===== src/pad_cfg.svh =====
`ifndef PAD_CFG_SVH
`define PAD_CFG_SVH
// first instruction words, 10 bits
`define PAD_NOP   10'h000
`define PAD_POF   10'h002
`define PAD_POWERDOWN_FLAG_SKIP_INSTR  10'h003
`define PAD_RAM_BACKUP_ENTRY_INSTR  10'h008
`define PAD_RBK   10'h040
`define PAD_SBK   10'h041
`define PAD_POWERDOWN_ARM_INSTR  10'h05B
`define PAD_TJ1A  10'h202
`define PAD_TQ1A  10'h204
`define PAD_TL1A  10'h20A
`define PAD_TL2A  10'h20B
`define PAD_TK1A  10'h214
`define PAD_TMRA  10'h216
`define PAD_TK0A  10'h21B
`define PAD_TFR0A 10'h228
`define PAD_TSIAB 10'h238
`define PAD_COMPARATOR_WRITE_INSTR 10'h239
`define PAD_TAJ1  10'h242
`define PAD_TAQ1  10'h244
`define PAD_CONV_LOW_READ_INSTR  10'h249
`define PAD_TAL1  10'h24A
`define PAD_TAMR  10'h252
`define PAD_TAK0  10'h256
`define PAD_TAK1  10'h259
`define PAD_TABSI 10'h278
`define PAD_CONV_RESULT_READ_INSTR 10'h279
`define PAD_CONV_DONE_SKIP_INSTR 10'h287
`define PAD_SERIAL_DONE_SKIP_INSTR 10'h288
`define PAD_VOLTAGE_DROP_ENABLE_INSTR  10'h293
`define PAD_SELECT_CERAMIC_INSTR  10'h29A
`define PAD_SELECT_RC_INSTR  10'h29B
`define PAD_WATCHDOG_DISABLE_INSTR  10'h29C
`define PAD_SST   10'h29E
`define PAD_CONV_START_INSTR  10'h29F
`define PAD_WATCHDOG_RESET_INSTR  10'h2A0
// control register slots
`define PAD_IX_K0  4'h0
`define PAD_IX_FR0 4'h3
`define PAD_IX_L1  4'h7
`define PAD_IX_L2  4'h8
`define PAD_IX_J1  4'h9
`define PAD_IX_MR  4'hA
`define PAD_IX_Q1  4'hB
`define PAD_NREG   14
// bit positions
`define PAD_B_MODE 3
`define PAD_B_CONV 2
`define PAD_B_SER  3
// wishbone word offsets
`define PAD_A_IRQ  2'h0
`define PAD_A_STAT 2'h1
`endif


===== src/pad_pkg.sv =====
package pad_pkg;
   // decoded operation classes
   typedef enum logic [4:0] {
      OP_NONE, OP_NOP, OP_RD, OP_WR, OP_SIRD, OP_SIWR, OP_SST,
      OP_SERIAL_DONE_SKIP_INSTR, OP_SELECT_CERAMIC_INSTR, OP_SELECT_RC_INSTR, OP_ADRD, OP_ADLO, OP_CMPWR,
      OP_CONV_START_INSTR, OP_CONV_DONE_SKIP_INSTR, OP_POF, OP_RAM_BACKUP_ENTRY_INSTR, OP_POWERDOWN_ARM_INSTR, OP_POWERDOWN_FLAG_SKIP_INSTR,
      OP_WATCHDOG_RESET_INSTR, OP_WATCHDOG_DISABLE_INSTR, OP_RBK, OP_SBK, OP_VOLTAGE_DROP_ENABLE_INSTR
   } pad_op_t;
   typedef struct packed {
      pad_op_t    op;   // operation class
      logic [3:0] ix;   // control register slot
   } pad_dec_t;
   // answer to the cpu core
   typedef struct packed {
      logic       acc_we; // load accumulator A
      logic [3:0] acc;
      logic       b_we;   // load register B
      logic [3:0] b;
      logic       skip;   // skip next instruction
   } pad_ans_t;
   typedef logic [13:0][3:0] pad_ctrl_t;
endpackage


===== src/pad_decoder.sv =====
// The Wishbone slave port and the placing of the registers were left to the implementer.
`include "pad_cfg.svh"
`timescale 1ns/1ns
`default_nettype none
module pad_decoder (
   input  wire logic            clk_i,
   input  wire logic            rst_i,
   input  wire logic            ce_i,
   input  wire logic            instr_valid_i,
   input  wire logic [9:0]      instr_i,
   input  wire logic [3:0]      acc_a_i,
   input  wire logic [3:0]      reg_b_i,
   input  wire logic [7:0]      serial_shift_i,
   input  wire logic            serial_done_set_i,
   input  wire logic [9:0]      conv_result_i,
   input  wire logic            conv_done_set_i,
   input  wire logic            watchdog_flag_1_set_i,
   input  wire logic            pd_flag_i,
   input  wire logic            vd_pin_i,
   input  wire logic            wb_cyc_i,
   input  wire logic            wb_stb_i,
   input  wire logic            wb_we_i,
   input  wire logic [3:0]      wb_adr_i,
   input  wire logic [31:0]     wb_dat_i,
   input  wire logic [3:0]      wb_sel_i,
   output var  logic [31:0]     wb_dat_o,
   output var  logic            wb_ack_o,
   output var  pad_pkg::pad_ans_t  ans_o,
   output var  pad_pkg::pad_ctrl_t ctrl_o,
   output var  logic [7:0]      serial_wdata_o,
   output var  logic            serial_we_o,
   output var  logic            serial_start_o,
   output var  logic            serial_done_o,
   output var  logic            conv_start_o,
   output var  logic            conv_cmp_o,
   output var  logic            conv_done_o,
   output var  logic [7:0]      cmp_ref_o,
   output var  logic            cmp_we_o,
   output var  logic            clk_rc_o,
   output var  logic            osc_stop_o,
   output var  logic            clock_mode_o,
   output var  logic            ram_backup_o,
   output var  logic            watchdog_flag_1_o,
   output var  logic            wdt_stop_o,
   output var  logic            bank_o,
   output var  logic            vd_keep_o
);
   // decoding used by the execution group; the checks compare instr_i directly
   function automatic pad_pkg::pad_dec_t decode(input logic [9:0] w);
      pad_pkg::pad_dec_t d;
      d = '{op: pad_pkg::OP_NONE, ix: 4'h0};
      unique case (w)
         `PAD_NOP:   d.op = pad_pkg::OP_NOP;
         `PAD_TAK0:  d = '{pad_pkg::OP_RD, `PAD_IX_K0};
         `PAD_TAK1:  d = '{pad_pkg::OP_RD, `PAD_IX_K0 + 4'h1};
         `PAD_TK0A:  d = '{pad_pkg::OP_WR, `PAD_IX_K0};
         `PAD_TK1A:  d = '{pad_pkg::OP_WR, `PAD_IX_K0 + 4'h1};
         `PAD_TL1A:  d = '{pad_pkg::OP_WR, `PAD_IX_L1};
         `PAD_TL2A:  d = '{pad_pkg::OP_WR, `PAD_IX_L2};
         `PAD_TAL1:  d = '{pad_pkg::OP_RD, `PAD_IX_L1};
         `PAD_TAJ1:  d = '{pad_pkg::OP_RD, `PAD_IX_J1};
         `PAD_TJ1A:  d = '{pad_pkg::OP_WR, `PAD_IX_J1};
         `PAD_TAMR:  d = '{pad_pkg::OP_RD, `PAD_IX_MR};
         `PAD_TMRA:  d = '{pad_pkg::OP_WR, `PAD_IX_MR};
         `PAD_TABSI: d.op = pad_pkg::OP_SIRD;
         `PAD_TSIAB: d.op = pad_pkg::OP_SIWR;
         `PAD_SST:   d.op = pad_pkg::OP_SST;
         `PAD_SERIAL_DONE_SKIP_INSTR: d.op = pad_pkg::OP_SERIAL_DONE_SKIP_INSTR;
         `PAD_SELECT_CERAMIC_INSTR:  d.op = pad_pkg::OP_SELECT_CERAMIC_INSTR;
         `PAD_SELECT_RC_INSTR:  d.op = pad_pkg::OP_SELECT_RC_INSTR;
         `PAD_CONV_RESULT_READ_INSTR: d.op = pad_pkg::OP_ADRD;
         `PAD_CONV_LOW_READ_INSTR:  d.op = pad_pkg::OP_ADLO;
         `PAD_COMPARATOR_WRITE_INSTR: d.op = pad_pkg::OP_CMPWR;
         `PAD_CONV_START_INSTR:  d.op = pad_pkg::OP_CONV_START_INSTR;
         `PAD_CONV_DONE_SKIP_INSTR: d.op = pad_pkg::OP_CONV_DONE_SKIP_INSTR;
         `PAD_POF:   d.op = pad_pkg::OP_POF;
         `PAD_RAM_BACKUP_ENTRY_INSTR:  d.op = pad_pkg::OP_RAM_BACKUP_ENTRY_INSTR;
         `PAD_POWERDOWN_ARM_INSTR:  d.op = pad_pkg::OP_POWERDOWN_ARM_INSTR;
         `PAD_POWERDOWN_FLAG_SKIP_INSTR:  d.op = pad_pkg::OP_POWERDOWN_FLAG_SKIP_INSTR;
         `PAD_WATCHDOG_RESET_INSTR:  d.op = pad_pkg::OP_WATCHDOG_RESET_INSTR;
         `PAD_WATCHDOG_DISABLE_INSTR:  d.op = pad_pkg::OP_WATCHDOG_DISABLE_INSTR;
         `PAD_RBK:   d.op = pad_pkg::OP_RBK;
         `PAD_SBK:   d.op = pad_pkg::OP_SBK;
         `PAD_VOLTAGE_DROP_ENABLE_INSTR:  d.op = pad_pkg::OP_VOLTAGE_DROP_ENABLE_INSTR;
         default: begin
            // wakeup 2, port formats and converter controls by range
            if (w == `PAD_TK1A + 10'h001)
               d = '{pad_pkg::OP_WR, `PAD_IX_K0 + 4'h2};
            else if (w == `PAD_TAK1 + 10'h001)
               d = '{pad_pkg::OP_RD, `PAD_IX_K0 + 4'h2};
            else if (w[9:2] == `PAD_TFR0A >> 2)
               d = '{pad_pkg::OP_WR, `PAD_IX_FR0 + {2'b00, w[1:0]}};
            else if (w[9:2] == `PAD_TQ1A >> 2 && w[1:0] != 2'b11)
               d = '{pad_pkg::OP_WR, `PAD_IX_Q1 + {2'b00, w[1:0]}};
            else if (w[9:2] == `PAD_TAQ1 >> 2 && w[1:0] != 2'b11)
               d = '{pad_pkg::OP_RD, `PAD_IX_Q1 + {2'b00, w[1:0]}};
         end
      endcase
      return d;
   endfunction

   pad_pkg::pad_dec_t dec;       // current decode
   logic              exec;      // instruction really executes
   logic              skip_pend; // next instruction to be dropped
   logic              armed;     // power-down entry armed
   logic              watchdog_disable_instr_prev; // watchdog disable just ran
   logic              vd_en;     // voltage detect kept in power-down
   logic              vd_s1;     // pin synchroniser stages
   logic              vd_s2;
   logic [3:0]        irq_ctrl;  // interrupt enable nibble
   logic              cmp_mode;  // comparator mode bit
   // next values of the execution group
   pad_pkg::pad_ans_t  next_ans;
   pad_pkg::pad_ctrl_t next_ctrl;
   logic [7:0] next_swd, next_cref;
   logic next_swe, next_sst, next_sdone, next_cst, next_ccmp;
   logic next_cdone, next_cwe, next_rc, next_ostop, next_cmode;
   logic next_rbk, next_watchdog_flag_1, next_wstop, next_bank, next_vdk;
   logic next_skp, next_arm, next_dw, next_vden, next_s1, next_s2;

   assign cmp_mode = ctrl_o[`PAD_IX_Q1][`PAD_B_MODE];
   // skipped word is consumed without effect
   assign exec = instr_valid_i && !skip_pend;
   assign dec  = decode(instr_i);

   // execution: compute every next value
   always_comb begin
      next_ans   = '0;
      next_ctrl  = ctrl_o;
      next_swd   = serial_wdata_o;
      next_cref  = cmp_ref_o;
      next_swe   = 1'b0;
      next_sst   = 1'b0;
      next_cst   = 1'b0;
      next_cwe   = 1'b0;
      next_cmode = 1'b0;
      next_rbk   = 1'b0;
      next_ccmp  = conv_cmp_o;
      next_rc    = clk_rc_o;
      next_ostop = osc_stop_o;
      next_wstop = wdt_stop_o;
      next_bank  = bank_o;
      next_vden  = vd_en;
      next_s1    = vd_pin_i;
      next_s2    = vd_s1;
      // hardware set wins over an instruction clear
      next_sdone = serial_done_o | serial_done_set_i;
      next_cdone = conv_done_o | conv_done_set_i;
      next_watchdog_flag_1  = watchdog_flag_1_o | watchdog_flag_1_set_i;
      next_skp   = instr_valid_i ? 1'b0 : skip_pend;
      next_arm   = instr_valid_i ? 1'b0 : armed;
      next_dw    = instr_valid_i ? 1'b0 : watchdog_disable_instr_prev;
      if (exec) begin
         unique case (dec.op)
            pad_pkg::OP_NONE, pad_pkg::OP_NOP: begin
               // other groups or no-operation: nothing here
            end
            pad_pkg::OP_RD: begin
               // readable slots only decode here
               next_ans.acc_we = 1'b1;
               next_ans.acc = ctrl_o[dec.ix];
            end
            pad_pkg::OP_WR:
               next_ctrl[dec.ix] = acc_a_i;
            pad_pkg::OP_SIRD: begin
               next_ans = '{1'b1, serial_shift_i[3:0],
                            1'b1, serial_shift_i[7:4], 1'b0};
            end
            pad_pkg::OP_SIWR: begin
               next_swd = {reg_b_i, acc_a_i};
               next_swe = 1'b1;
            end
            pad_pkg::OP_SST: begin
               next_sdone = serial_done_set_i;
               next_sst   = 1'b1;
            end
            pad_pkg::OP_SERIAL_DONE_SKIP_INSTR:
               if (!irq_ctrl[`PAD_B_SER] && serial_done_o) begin
                  next_ans.skip = 1'b1;
                  next_skp = 1'b1;
                  next_sdone = serial_done_set_i;
               end
            pad_pkg::OP_SELECT_CERAMIC_INSTR, pad_pkg::OP_SELECT_RC_INSTR: begin
               next_rc = dec.op == pad_pkg::OP_SELECT_RC_INSTR;
               next_ostop = 1'b1;
            end
            pad_pkg::OP_ADRD: begin
               next_ans.acc_we = 1'b1;
               next_ans.b_we   = 1'b1;
               if (cmp_mode) begin
                  next_ans.b   = conv_result_i[7:4];
                  next_ans.acc = conv_result_i[3:0];
               end else begin
                  next_ans.b   = conv_result_i[9:6];
                  next_ans.acc = conv_result_i[5:2];
               end
            end
            pad_pkg::OP_ADLO: begin
               next_ans.acc_we = 1'b1;
               next_ans.acc = {conv_result_i[1:0], 2'b00};
            end
            pad_pkg::OP_CMPWR:
               // ignored outside comparator mode
               if (cmp_mode) begin
                  next_cref = {reg_b_i, acc_a_i};
                  next_cwe = 1'b1;
               end
            pad_pkg::OP_CONV_START_INSTR: begin
               next_cdone = conv_done_set_i;
               next_cst  = 1'b1;
               next_ccmp = cmp_mode;
            end
            pad_pkg::OP_CONV_DONE_SKIP_INSTR:
               if (!irq_ctrl[`PAD_B_CONV] && conv_done_o) begin
                  next_ans.skip = 1'b1;
                  next_skp = 1'b1;
                  next_cdone = conv_done_set_i;
               end
            pad_pkg::OP_POF:  next_cmode = armed;
            pad_pkg::OP_RAM_BACKUP_ENTRY_INSTR: next_rbk = armed;
            pad_pkg::OP_POWERDOWN_ARM_INSTR: next_arm = 1'b1;
            pad_pkg::OP_POWERDOWN_FLAG_SKIP_INSTR:
               if (pd_flag_i) begin
                  next_ans.skip = 1'b1;
                  next_skp = 1'b1;
               end
            pad_pkg::OP_WATCHDOG_RESET_INSTR: begin
               if (watchdog_flag_1_o) begin
                  next_ans.skip = 1'b1;
                  next_skp = 1'b1;
                  next_watchdog_flag_1 = watchdog_flag_1_set_i;
               end
               if (watchdog_disable_instr_prev)
                  next_wstop = 1'b1;
            end
            pad_pkg::OP_WATCHDOG_DISABLE_INSTR: next_dw = 1'b1;
            pad_pkg::OP_RBK:  next_bank = 1'b0;
            pad_pkg::OP_SBK:  next_bank = 1'b1;
            pad_pkg::OP_VOLTAGE_DROP_ENABLE_INSTR: next_vden = 1'b1;
         endcase
      end
      // held only while the pin stays high
      next_vdk = next_vden & vd_s2;
   end

   // execution: register
   always_ff @(posedge clk_i) begin
      if (rst_i) begin
         ans_o <= '0;
         ctrl_o <= '0;
         serial_wdata_o <= 8'h00;
         cmp_ref_o <= 8'h00;
         {serial_we_o, serial_start_o, serial_done_o} <= 3'b000;
         {conv_start_o, conv_cmp_o, conv_done_o} <= 3'b000;
         {cmp_we_o, clk_rc_o, osc_stop_o} <= 3'b000;
         {clock_mode_o, ram_backup_o, watchdog_flag_1_o} <= 3'b000;
         {wdt_stop_o, bank_o, vd_keep_o} <= 3'b000;
         {skip_pend, armed, watchdog_disable_instr_prev} <= 3'b000;
         {vd_en, vd_s1, vd_s2} <= 3'b000;
      end else if (ce_i) begin
         ans_o <= next_ans;
         ctrl_o <= next_ctrl;
         serial_wdata_o <= next_swd;
         cmp_ref_o <= next_cref;
         serial_we_o <= next_swe;
         serial_start_o <= next_sst;
         serial_done_o <= next_sdone;
         conv_start_o <= next_cst;
         conv_cmp_o <= next_ccmp;
         conv_done_o <= next_cdone;
         cmp_we_o <= next_cwe;
         clk_rc_o <= next_rc;
         osc_stop_o <= next_ostop;
         clock_mode_o <= next_cmode;
         ram_backup_o <= next_rbk;
         watchdog_flag_1_o <= next_watchdog_flag_1;
         wdt_stop_o <= next_wstop;
         bank_o <= next_bank;
         vd_keep_o <= next_vdk;
         skip_pend <= next_skp;
         armed <= next_arm;
         watchdog_disable_instr_prev <= next_dw;
         vd_en <= next_vden;
         vd_s1 <= next_s1;
         vd_s2 <= next_s2;
      end
   end

   // wishbone slave: one wait state, unmapped reads zero
   logic [31:0] next_dat;
   logic [3:0]  next_irq;
   logic        next_ack;
   always_comb begin
      next_ack = wb_cyc_i && wb_stb_i && !wb_ack_o;
      next_irq = irq_ctrl;
      next_dat = 32'h0000_0000;
      if (next_ack) begin
         unique case (wb_adr_i[3:2])
            `PAD_A_IRQ: begin
               next_dat[3:0] = irq_ctrl;
               if (wb_we_i && wb_sel_i[0])
                  next_irq = wb_dat_i[3:0];
            end
            `PAD_A_STAT:
               next_dat[7:0] = {vd_en, bank_o, wdt_stop_o, armed,
                                pd_flag_i, watchdog_flag_1_o, conv_done_o,
                                serial_done_o};
            default: next_dat = 32'h0000_0000;
         endcase
      end
   end

   always_ff @(posedge clk_i) begin
      if (rst_i) begin
         wb_ack_o <= 1'b0;
         wb_dat_o <= 32'h0000_0000;
         irq_ctrl <= 4'h0;
      end else if (ce_i) begin
         wb_ack_o <= next_ack;
         wb_dat_o <= next_dat;
         irq_ctrl <= next_irq;
      end
   end

   // checks
   nop_quiet_a: assert property (@(posedge clk_i) disable iff (rst_i)
      ce_i && exec && instr_i == `PAD_NOP |=> !ans_o.acc_we
      && !ans_o.b_we && !ans_o.skip && $stable(ctrl_o))
      else $error("no-operation changed state");
   wake_write_a: assert property (@(posedge clk_i) disable iff (rst_i)
      ce_i && exec && instr_i == `PAD_TK0A
      |=> ctrl_o[`PAD_IX_K0] == $past(acc_a_i))
      else $error("wakeup register not loaded");
   shift_read_a: assert property (@(posedge clk_i) disable iff (rst_i)
      ce_i && exec && instr_i == `PAD_TABSI |=> ans_o.b_we
      && ans_o.b == $past(serial_shift_i[7:4])
      && ans_o.acc == $past(serial_shift_i[3:0]))
      else $error("shift register read split wrong");
   serial_start_a: assert property (@(posedge clk_i) disable iff (rst_i)
      ce_i && exec && instr_i == `PAD_SST && !serial_done_set_i
      |=> serial_start_o && !serial_done_o ##1 !serial_start_o)
      else $error("serial start wrong");
   serial_skip_a: assert property (@(posedge clk_i) disable iff (rst_i)
      ce_i && exec && instr_i == `PAD_SERIAL_DONE_SKIP_INSTR
      |=> ans_o.skip == (!$past(irq_ctrl[`PAD_B_SER])
      && $past(serial_done_o)))
      else $error("serial done test wrong");
   result_split_a: assert property (@(posedge clk_i) disable iff (rst_i)
      ce_i && exec && instr_i == `PAD_CONV_RESULT_READ_INSTR && !cmp_mode
      |=> ans_o.b == $past(conv_result_i[9:6])
      && ans_o.acc == $past(conv_result_i[5:2]))
      else $error("conversion result split wrong");
   pof_armed_a: assert property (@(posedge clk_i) disable iff (rst_i)
      clock_mode_o || ram_backup_o |-> $past(armed))
      else $error("power-down entered unarmed");
   wdt_stop_a: assert property (@(posedge clk_i) disable iff (rst_i)
      $rose(wdt_stop_o) |-> $past(watchdog_disable_instr_prev))
      else $error("watchdog stopped without disable");
endmodule // pad_decoder
`default_nettype wire


===== config.mk =====
export PLATFORM = sky130hd
export DESIGN_NAME = pad_decoder
export DESIGN_NICKNAME = d
export VERILOG_FILES = /design/src/pad_pkg.sv /design/src/pad_decoder.sv
export VERILOG_INCLUDE_DIRS = /design/src
export SDC_FILE = /design/constraint.sdc
export NUM_CORES = 1
export LEC_CHECK = 0
export BUFFER_PORTS_ARGS = -buffer_cell sky130_fd_sc_hd__buf_4
export CAP_MARGIN = 20
export CORE_UTILIZATION = 50
export CTS_CLUSTER_DIAMETER = 40
export CTS_CLUSTER_SIZE = 12
export DETAILED_ROUTE_END_ITERATION = 6
export GPL_ROUTABILITY_DRIVEN = 0
export GPL_TIMING_DRIVEN = 0
export PLACE_DENSITY = 0.88
export SYNTH_ARGS = -nofsm -noshare
export SYNTH_HDL_FRONTEND = slang
export SYNTH_SLANG_ARGS = --single-unit

===== constraint.sdc =====
create_clock -name clk_i -period 3.7 [get_ports clk_i]
set_input_delay 0.555 -clock clk_i [delete_from_list [all_inputs] [get_ports clk_i]]
set_output_delay 0.555 -clock clk_i [all_outputs]
set_load 0.02 [all_outputs]

======== Word level (Yosys, flattened, before mapping) ========
Cells that the tools add are included.
word-level totals
  register bits ........................... 141
  input port bits ......................... 88
  output and inout port bits .............. 131
cells by class
  add/subtract/negate cells ............... 2
  order comparisons ....................... 2
  equality and inequality tests ........... 60
  muxes and demuxes ....................... 63
  bitwise operators ....................... 4
  reductions and logical operators ........ 32
operators with widths
  kind                                                                    count
  10-bit equality test, second input constant                             27
  5-bit one-hot mux with 23 select lines                                  1
  56-bit bitwise mux                                                      1
  5-bit by 4-bit equality test with 1-bit output, second input constant   8
  5-bit equality test, second input constant                              8
  1-bit 2-to-1 mux                                                        38
  9-bit 2-to-1 mux                                                        4
  10-bit by 7-bit equality test with 1-bit output, second input constant  3
  8-bit equality test, second input constant                              3
  4-bit one-hot mux with 6 select lines                                   1
  23-bit OR reduction                                                     1
  10-bit by 2-bit equality test with 1-bit output, second input constant  2
  5-bit by 3-bit equality test with 1-bit output, second input constant   4
  4-bit 2-to-1 mux                                                        5
  5-bit one-hot mux with 4 select lines                                   1
  4-bit binary-select mux with 4-bit select                               1
  4-bit demux with 4-bit select                                           1
  3-bit AND reduction                                                     5
  4-bit AND reduction                                                     3
  11-bit 2-to-1 mux                                                       1
  10-bit by 4-bit equality test with 1-bit output, second input constant  1
  5-bit by 2-bit equality test with 1-bit output, second input constant   2
  10-bit zero test                                                        1
  5-bit one-hot mux with 2 select lines                                   1
  other kinds (20)                                                        40

======== Logic depth before layout (Yosys ltp) ========
Gate-level depths: netlist (run 1).
  word-level depth ........................ 13
  mapped depth ............................ 15
  depth with buffers taken out ............ 12

======== Worst setup path after synthesis (run 1) ========
OpenSTA, ideal clock, no wires.
  path type ............................... input-to-reg
  start point ............................. input instr_i[0]
  end point ............................... register ctrl_o[16] in the netlist's numbering
  data arrival time ....................... 3.297 ns
  data required time ...................... 3.572 ns
  slack ................................... 0.275 ns
  stages on the path ...................... 15
  buffers on the path ..................... 3
  cells stage by stage .................... inv_1 ha_1 clkbuf_1 and3b_1 a32oi_1 o21ai_1 nor3_2 and3_1 buf_6 mux2_4 nor4b_4 and2_1 buf_6 mux2i_1 nor2_1
on the way
  longest elaborated chain between the ends .. 13
  elaborated cells between the ends (all ways) .. 61
  those cells by class .................... 2 x add/sub; 2 x order compare; 35 x eq/ne; 10 x mux; 12 x reduce/logical
ends and longest elaborated chain
  what                                                                                            RTL line            text
  start: declaration                                                                              pad_decoder.sv:10   input wire logic [9:0] instr_i,
  branches (longest 13 deep; another with 4-bit by 5-bit less-than comparator with 1-bit output)  n/a
  end signal: assignment                                                                          pad_decoder.sv:262  ctrl_o <= next_ctrl;
  end: declaration                                                                                pad_decoder.sv:29   output var pad_pkg::pad_ctrl_t ctrl_o,
Several ways; the timed one is not identified.
A chain may end at the register's enable or synchronous reset.

======== Worst setup path in the final report (run 1) ========
  start point ............................. input instr_i[0]
  end point ............................... register ctrl_o[47] in the netlist's numbering
Same word-level chain as after synthesis.

==> results of run 1 <==
## cell families (layout without fill, tap and decap cells)
logic type / count (synthesis) / count (layout) / synth area share [%]
flip-flops: 117 / 117 / 35.12
multiplexers: 79 / 79 / 12.46
XOR/XNOR: 2 / 2 / 0.2627
AND/OR/NAND/NOR: 311 / 311 / 25.08
AO/OA/AOI/OAI: 177 / 177 / 18.31
other: 1 / 24 / 0.05622
buffers and inverters: 95 / 283 / 7.785
adder cells (fa/ha/maj): 5 / 5 / 0.9379
## layer usage
layer	vias to the layer above	part of all wire, %	wire length [um]	track usage [%]
met5	-	0	0	0
met3	94	12	2591	7.897
met4	0	4.2	953	14.42
met2	545	46	10360	50.89
li1	3208	-	-	-
met1	3304	38	8598	39.18
## registers in the layout, summed over array words and instances (netlist names), 4 cells and up
register	cells
wb_dat_o	8
irq_ctrl	4
ans_o	11
ctrl_o	56
serial_wdata_o	8
cmp_ref_o	8
## cells in the mapped netlist, types with 4 or more instances
master,number
dfxtp_1,117
a22o_1,7
buf_2,14
a221oi_1,5
o21ai_0,36
a22oi_1,17
nand4_1,11
nor3_2,6
o2111ai_1,4
a31oi_1,6
o22ai_1,8
nand3_1,12
or3_1,5
mux2i_1,63
buf_4,29
mux2_2,12
a21oi_1,39
nor4_1,7
o31ai_1,5
nand2_1,63
and3_1,6
clkbuf_1,33
nor2b_1,12
ha_1,5
nor2_1,124
nor3_1,11
inv_1,10
and2_1,8
a32oi_1,11
## area by class of cell
cell class                 instances  area [um^2]
multi-input combinational        598         3979
fill                             996         3965
sequential                       117         2342
timing repair buffer             158         1184
buffer                            82        471.7
clock buffer                      19        452.9
tap                              172        215.2
clock inverter                    13        173.9
inverter                          11        41.29
## path summary, 6_finish.rpt
check                 to  cells after the start
max           ctrl_o[47]                     15
min          irq_ctrl[1]                      3
max reg2reg  irq_ctrl[2]                      6
min reg2reg   osc_stop_o                      2
## power by group
part           internal, mW  switching (mW)
Sequential             1.26         0.00459
Clock                  1.10           0.627
Combinational         0.110           0.176
## worst max-delay path: cells and delay by family
kind	cells	cell delay, ns
and+or+nand+nor	7	1.65
adders and majority gates	1	0.30
AOI/OAI and AO/OA	3	0.71
buffers and inverters	4	0.77
## what timing repair did
item                                   CTS  global route
endpoints found under the hold margin    0             0
pin swaps                                0             3
setup endpoints to repair               18            72
gates resized for setup                  5            13
setup buffers                            0             3
## metrics by stage
step / cells / hold WS (ns) / cell area [um^2]
floorplan: 810 / 0.4450 / 6756
global placement: 1136 / 0.4385 / 8128
detailed placement: 1137 / 0.4407 / 8133
CTS: 1169 / 0.3735 / 8785
global route: 1170 / 0.3757 / 8860
finish: 1170 / 0.3719 / 8860
==> metrics.txt, run 1 <==
hold-fix buffer count after cts=0; critical path launch point=instr_i[0]; Die X=117.5 um; residual antenna-violating net count after detailed routing=0; final core occ=69.08%; initial antenna violation count=0; Top cell by count, worst path=nand2_1; clk_lat worst skew=0.42 ns; maximum net fanout on the critical path=10; number of hold violations in the final report=0; layout net count=1078; syn avg cell area=8.475 um^2; Residual DRC=8; Worst Setup End Kind=flip-flop; slowest cell on the critical path=nor3b_1; share of post-route cells with drive strength above 1=29.46%; worst-path cell chain=buf_4 -> inv_1 -> ha_2 -> nor3b_1 -> a32oi_1 -> or2b_2 -> nor4b_2 -> a31oi_1 -> or2_2 -> buf_2 -> nand2_1 -> clkbuf_1 -> nor2_2 -> nand2_1 -> a21oi_1; Syn. warnings=0; dpl hpwl=15810 um; most used flip-flop cell after synthesis=dfxtp_1; Slew headroom=41.83%; final-report setup violation count=0; largest cells by area after synthesis=dfxtp_1 (35%), mux2i_1 (9.5%), nor2_1 (7.0%); maximum frequency from static timing analysis=272.8 MHz; delay of the slowest critical-path stage=0.37 ns; fraction of registers with async set/reset=0%; post-layout worst setup margin=0.03428 ns; global-route total usage across every layer=31.41%; Netlist cell types=87; power density over cell area=370.6 nW/um^2; synthesis-stage register bit count=117; synth-to-layout area growth=32.83%; final critical delay including setup and external delays=3.666 ns; max_cap viols=0; class of the worst hold path=in2reg; highest-count cells in the layout ignoring fill and taps=buf_4 (186), nor2_1 (123), dfxtp_1 (117), nand2_1 (63), mux2i_1 (62); number of ports placed on the die boundary=219; Max IR drop VDD=0.3857 mV; Cells after Synth=787; clock edge transition at the registers on the reported setup and hold paths=0.06 ns; violations in the final reports=DRC; starting DRC count in detailed routing=814; outcome=finished, violations left; CTS tree=done; number of vias after detailed routing=7151; routed length per instance=19.23 um; startpoint-to-endpoint class of the critical path=in2reg; Critical Path Start Type=input pin; clk_skew=0.006761 ns; area of the mapped netlist=6670 um^2; first-pass detailed-route iteration total=7; cell taking the most area after synthesis=dfxtp_1; Final TNS setup=0 ns; root buffer cell=clkbuf_16; leakage power summed over all cells=3.863 nW; Overflow after GRT=0; area of the core region=12820 um^2; number of enable flip-flop cells after synthesis=0; FF-to-FF setup slack=1.47 ns; Post-Route WL=22500 um; wire length of the first global-routing pass=34500 um; number of buffers added on ports=154; Max Transition Viols Final=0; data arrival time of the worst path=3.99 ns; TritonCTS Buffers=17; number of diodes=0; slew of the pin with the lowest slew margin=0.8646 ns; largest net degree at the start of global routing=17; reg-to-reg startpoint=wb_ack_o; Row Count=41; H-tree depth=4; hold path start=wb_dat_i[1]; leading cell type in the layout, fill and taps excluded=buf_4; Worst Path Required=4.03 ns; vertical die dimension=117.5 um; portion of synthesized cell area occupied by the leading cell type=35.12%; sequential area share after synthesis=35.12%; Vias/cell=6.112; total power of the final layout=3.284 mW; worst-case clock buffer depth=2; number of sinks handled by clock tree synthesis=117; effective utilization at floorplan=52.01%; worst-case setup slack after placement=-0.5506 ns; final clock period utilization by the worst path=99.07%; number of global-route vias before repair=6634; area of the die=13810 um^2
Note: power is estimated with default switching activity, not from simulation.
==> run 2, diff against run 1 <==
Settings changed: ABC_AREA from default to 1, SETUP_SLACK_MARGIN from default to 0.05.
==> run 2 against run 1 <==
  * Largest power group unchanged
  * Clock skew increased by 0.0034 ns
  * The flow now finishes without violations
  * Final area fell by 0.68%
  * Worst hold slack improved by 0.054 ns
  * Sequential share of layout area is 0.18 points higher
  * Global-route usage is 1.2 points lower
  * Via count grew 5.5%
  * Final cell count increased by 21%
  * First-iteration DRC count decreased by 2.1%
  * Non-clock buffer count shrank 22
  * Critical path type unchanged
  * Utilization decreased by 2.6 points
  * Critical path depth decreased by 1
  * Die area rose by 1.6%
==> metrics.txt, run 2 <==
outcome=completed; final clock period utilization by the worst path=85.59%; Max IR drop VDD=0.3331 mV; most common library cells after synthesis=nand2_1 (269), nor2_1 (135), dfxtp_1 (117), inv_1 (114), nand3_1 (78); Row Count=42; Critical Path Start Type=input pin; Slew headroom=37.23%; hold slack final=0.4256 ns; Residual DRC=0; final core occ=66.45%; maximum frequency from static timing analysis=315.8 MHz; number of hold violations in the final report=0; total power of the final layout=3.062 mW; number of ports placed on the die boundary=219; Syn. warnings=0; startpoint-to-endpoint class of the critical path=in2reg; starting DRC count in detailed routing=797; syn avg cell area=6.573 um^2; delay of the slowest critical-path stage=0.83 ns; Worst Path Required=3.97 ns; most repeated cell in the gate-level netlist after synthesis=nand2_1; root buffer cell=clkbuf_16; register containing the most flip-flops in the final layout=ctrl_o; largest cells by area after synthesis=dfxtp_1 (35%), nand2_1 (15%), nor2_1 (7.5%); Cells after Synth=1031; area of the mapped netlist=6776 um^2; largest registers=ctrl_o x56, ans_o x11; initial antenna violation count=0; hold-fix buffer count after cts=0; TritonCTS Buffers=17; final critical delay including setup and external delays=3.167 ns; leading cell type in the layout, fill and taps excluded=nand2_1; Final TNS setup=0 ns; data arrival time of the worst path=3.44 ns; worst-case clock buffer depth=2; Top cell by count, worst path=nand2_1; leakage power summed over all cells=4.136 nW; wire length of the first global-routing pass=33750 um; final standard cell area without fillers=8800 um^2; class of the worst hold path=in2reg; power density over cell area=347.9 nW/um^2; worst path bufs/invs=4; max_cap viols=0; synth-to-layout area growth=29.86%; Worst Setup End Kind=flip-flop; number of vias after detailed routing=7547; number of diodes=0; delay-heaviest family, CP=simple AND/OR/NAND/NOR gates; slowest cell on the critical path=nor4_2; routed length per instance=14.81 um; clk_skew=0.01019 ns; final-report setup violation count=0; layout net count=1321; H-tree depth=4; Overflow after GRT=0; unrepaired setup endpoints after global routing=false; maximum net fanout on the critical path=10; effective utilization at floorplan=51.17%; area of the die=14020 um^2; portion of synthesized cell area occupied by the leading cell type=34.56%; slew of the pin with the lowest slew margin=0.9396 ns; largest net degree at the start of global routing=17; vertical die dimension=118.4 um; Vias/cell=5.326; area of the core region=13240 um^2; instance area after placement=8247 um^2; dpl hpwl=15740 um; cell taking the most area after synthesis=dfxtp_1; Post-Route WL=20990 um; Die X=118.4 um; fraction of registers with async set/reset=0%; worst-path cell chain=buf_4 -> inv_1 -> ha_1 -> inv_1 -> nor2_1 -> nand3_1 -> nand2_1 -> nor2_1 -> nand2_1 -> buf_1 -> nor4_2 -> nand2_1 -> nand2_1 -> a21oi_1; clock edge transition at the registers on the reported setup and hold paths=0.06 ns; clk_lat worst skew=0.42 ns; synthesis-stage register bit count=117; Netlist cell types=37; post-CTS setup buffer count=0; residual antenna-violating net count after detailed routing=0; most used flip-flop cell after synthesis=dfxtp_1; global-route total usage across every layer=30.18%; Max Transition Viols Final=0; number of buffers added on ports=155; highest-count cells in the layout ignoring fill and taps=nand2_1 (269), buf_4 (180), nor2_1 (135), dfxtp_1 (117), inv_1 (114); number of global-route vias before repair=6916; number of flip-flops in the largest register=56; number of sinks handled by clock tree synthesis=117; CTS tree=done; number of enable flip-flop cells after synthesis=0; first-pass detailed-route iteration total=6; number of instances resized during post-cts repair=0; sequential area share after synthesis=34.56%; share of post-route cells with drive strength above 1=23.29%
run 2: logic make-up (layout without fill, tap and decap cells):
logic type,after synthesis,in the layout,synth area share [%]
compound gates,142,142,12.46
fa+ha+maj,5,5,0.9232
buf+inv,189,376,12.08
flops,117,117,34.56
other cells,1,24,0.05534
simple gates,577,577,39.92
run 2: stage by stage:
| stage | std cells | worst slack (ns) |
|---|---|---|
| floorplan | 1054 | 1.034 |
| global placement | 1385 | 0.3038 |
| detailed placement | 1385 | 0.1840 |
| CTS | 1417 | 0.6118 |
| global route | 1417 | 0.2793 |
| finish | 1417 | 0.5333 |
run 2: cell type report:
type	count	area [um^2]
fill	1134	4443
multi-input combinational	748	3702
sequential	117	2342
timing repair buffer	155	1164
inverter	126	473.0
clock buffer	20	446.7
buffer	63	345.3
tap	176	220.2
clock inverter	12	106.4
run 2: metal layers:
metal	routed length, um	vias to the layer above	global-route usage, %
li1	-	3663	-
met4	879	0	15.19
met3	2074	74	6.371
met5	0	-	0
met2	9790	443	50.51
met1	8247	3367	36.60
run 2: worst register-to-register path, cell delays in order (launching register included):
cell and delay (ns):
dfxtp_1 0.33, nor2_1 0.53, clkinv_1 0.44, nor4_2 0.84
nand2_1 0.46, nand2_1 0.19, a21oi_1 0.08
run 2: worst paths after layout:
check / start / end / slack (ns) / cells past startpoint
max reg2reg: skip_pend / cmp_ref_o[0] / 0.70 / 6
min: vd_pin_i / next_s2 / 0.43 / 3
min reg2reg: irq_ctrl[0] / irq_ctrl[0] / 0.46 / 2
max: instr_i[0] / cmp_ref_o[0] / 0.53 / 14
run 2: where the power goes:
part | switching, mW | internal [mW]
clock | 0.589 | 0.937
sequential | 0.00582 | 1.27
combinational | 0.175 | 0.0897
total | 0.769 | 2.29
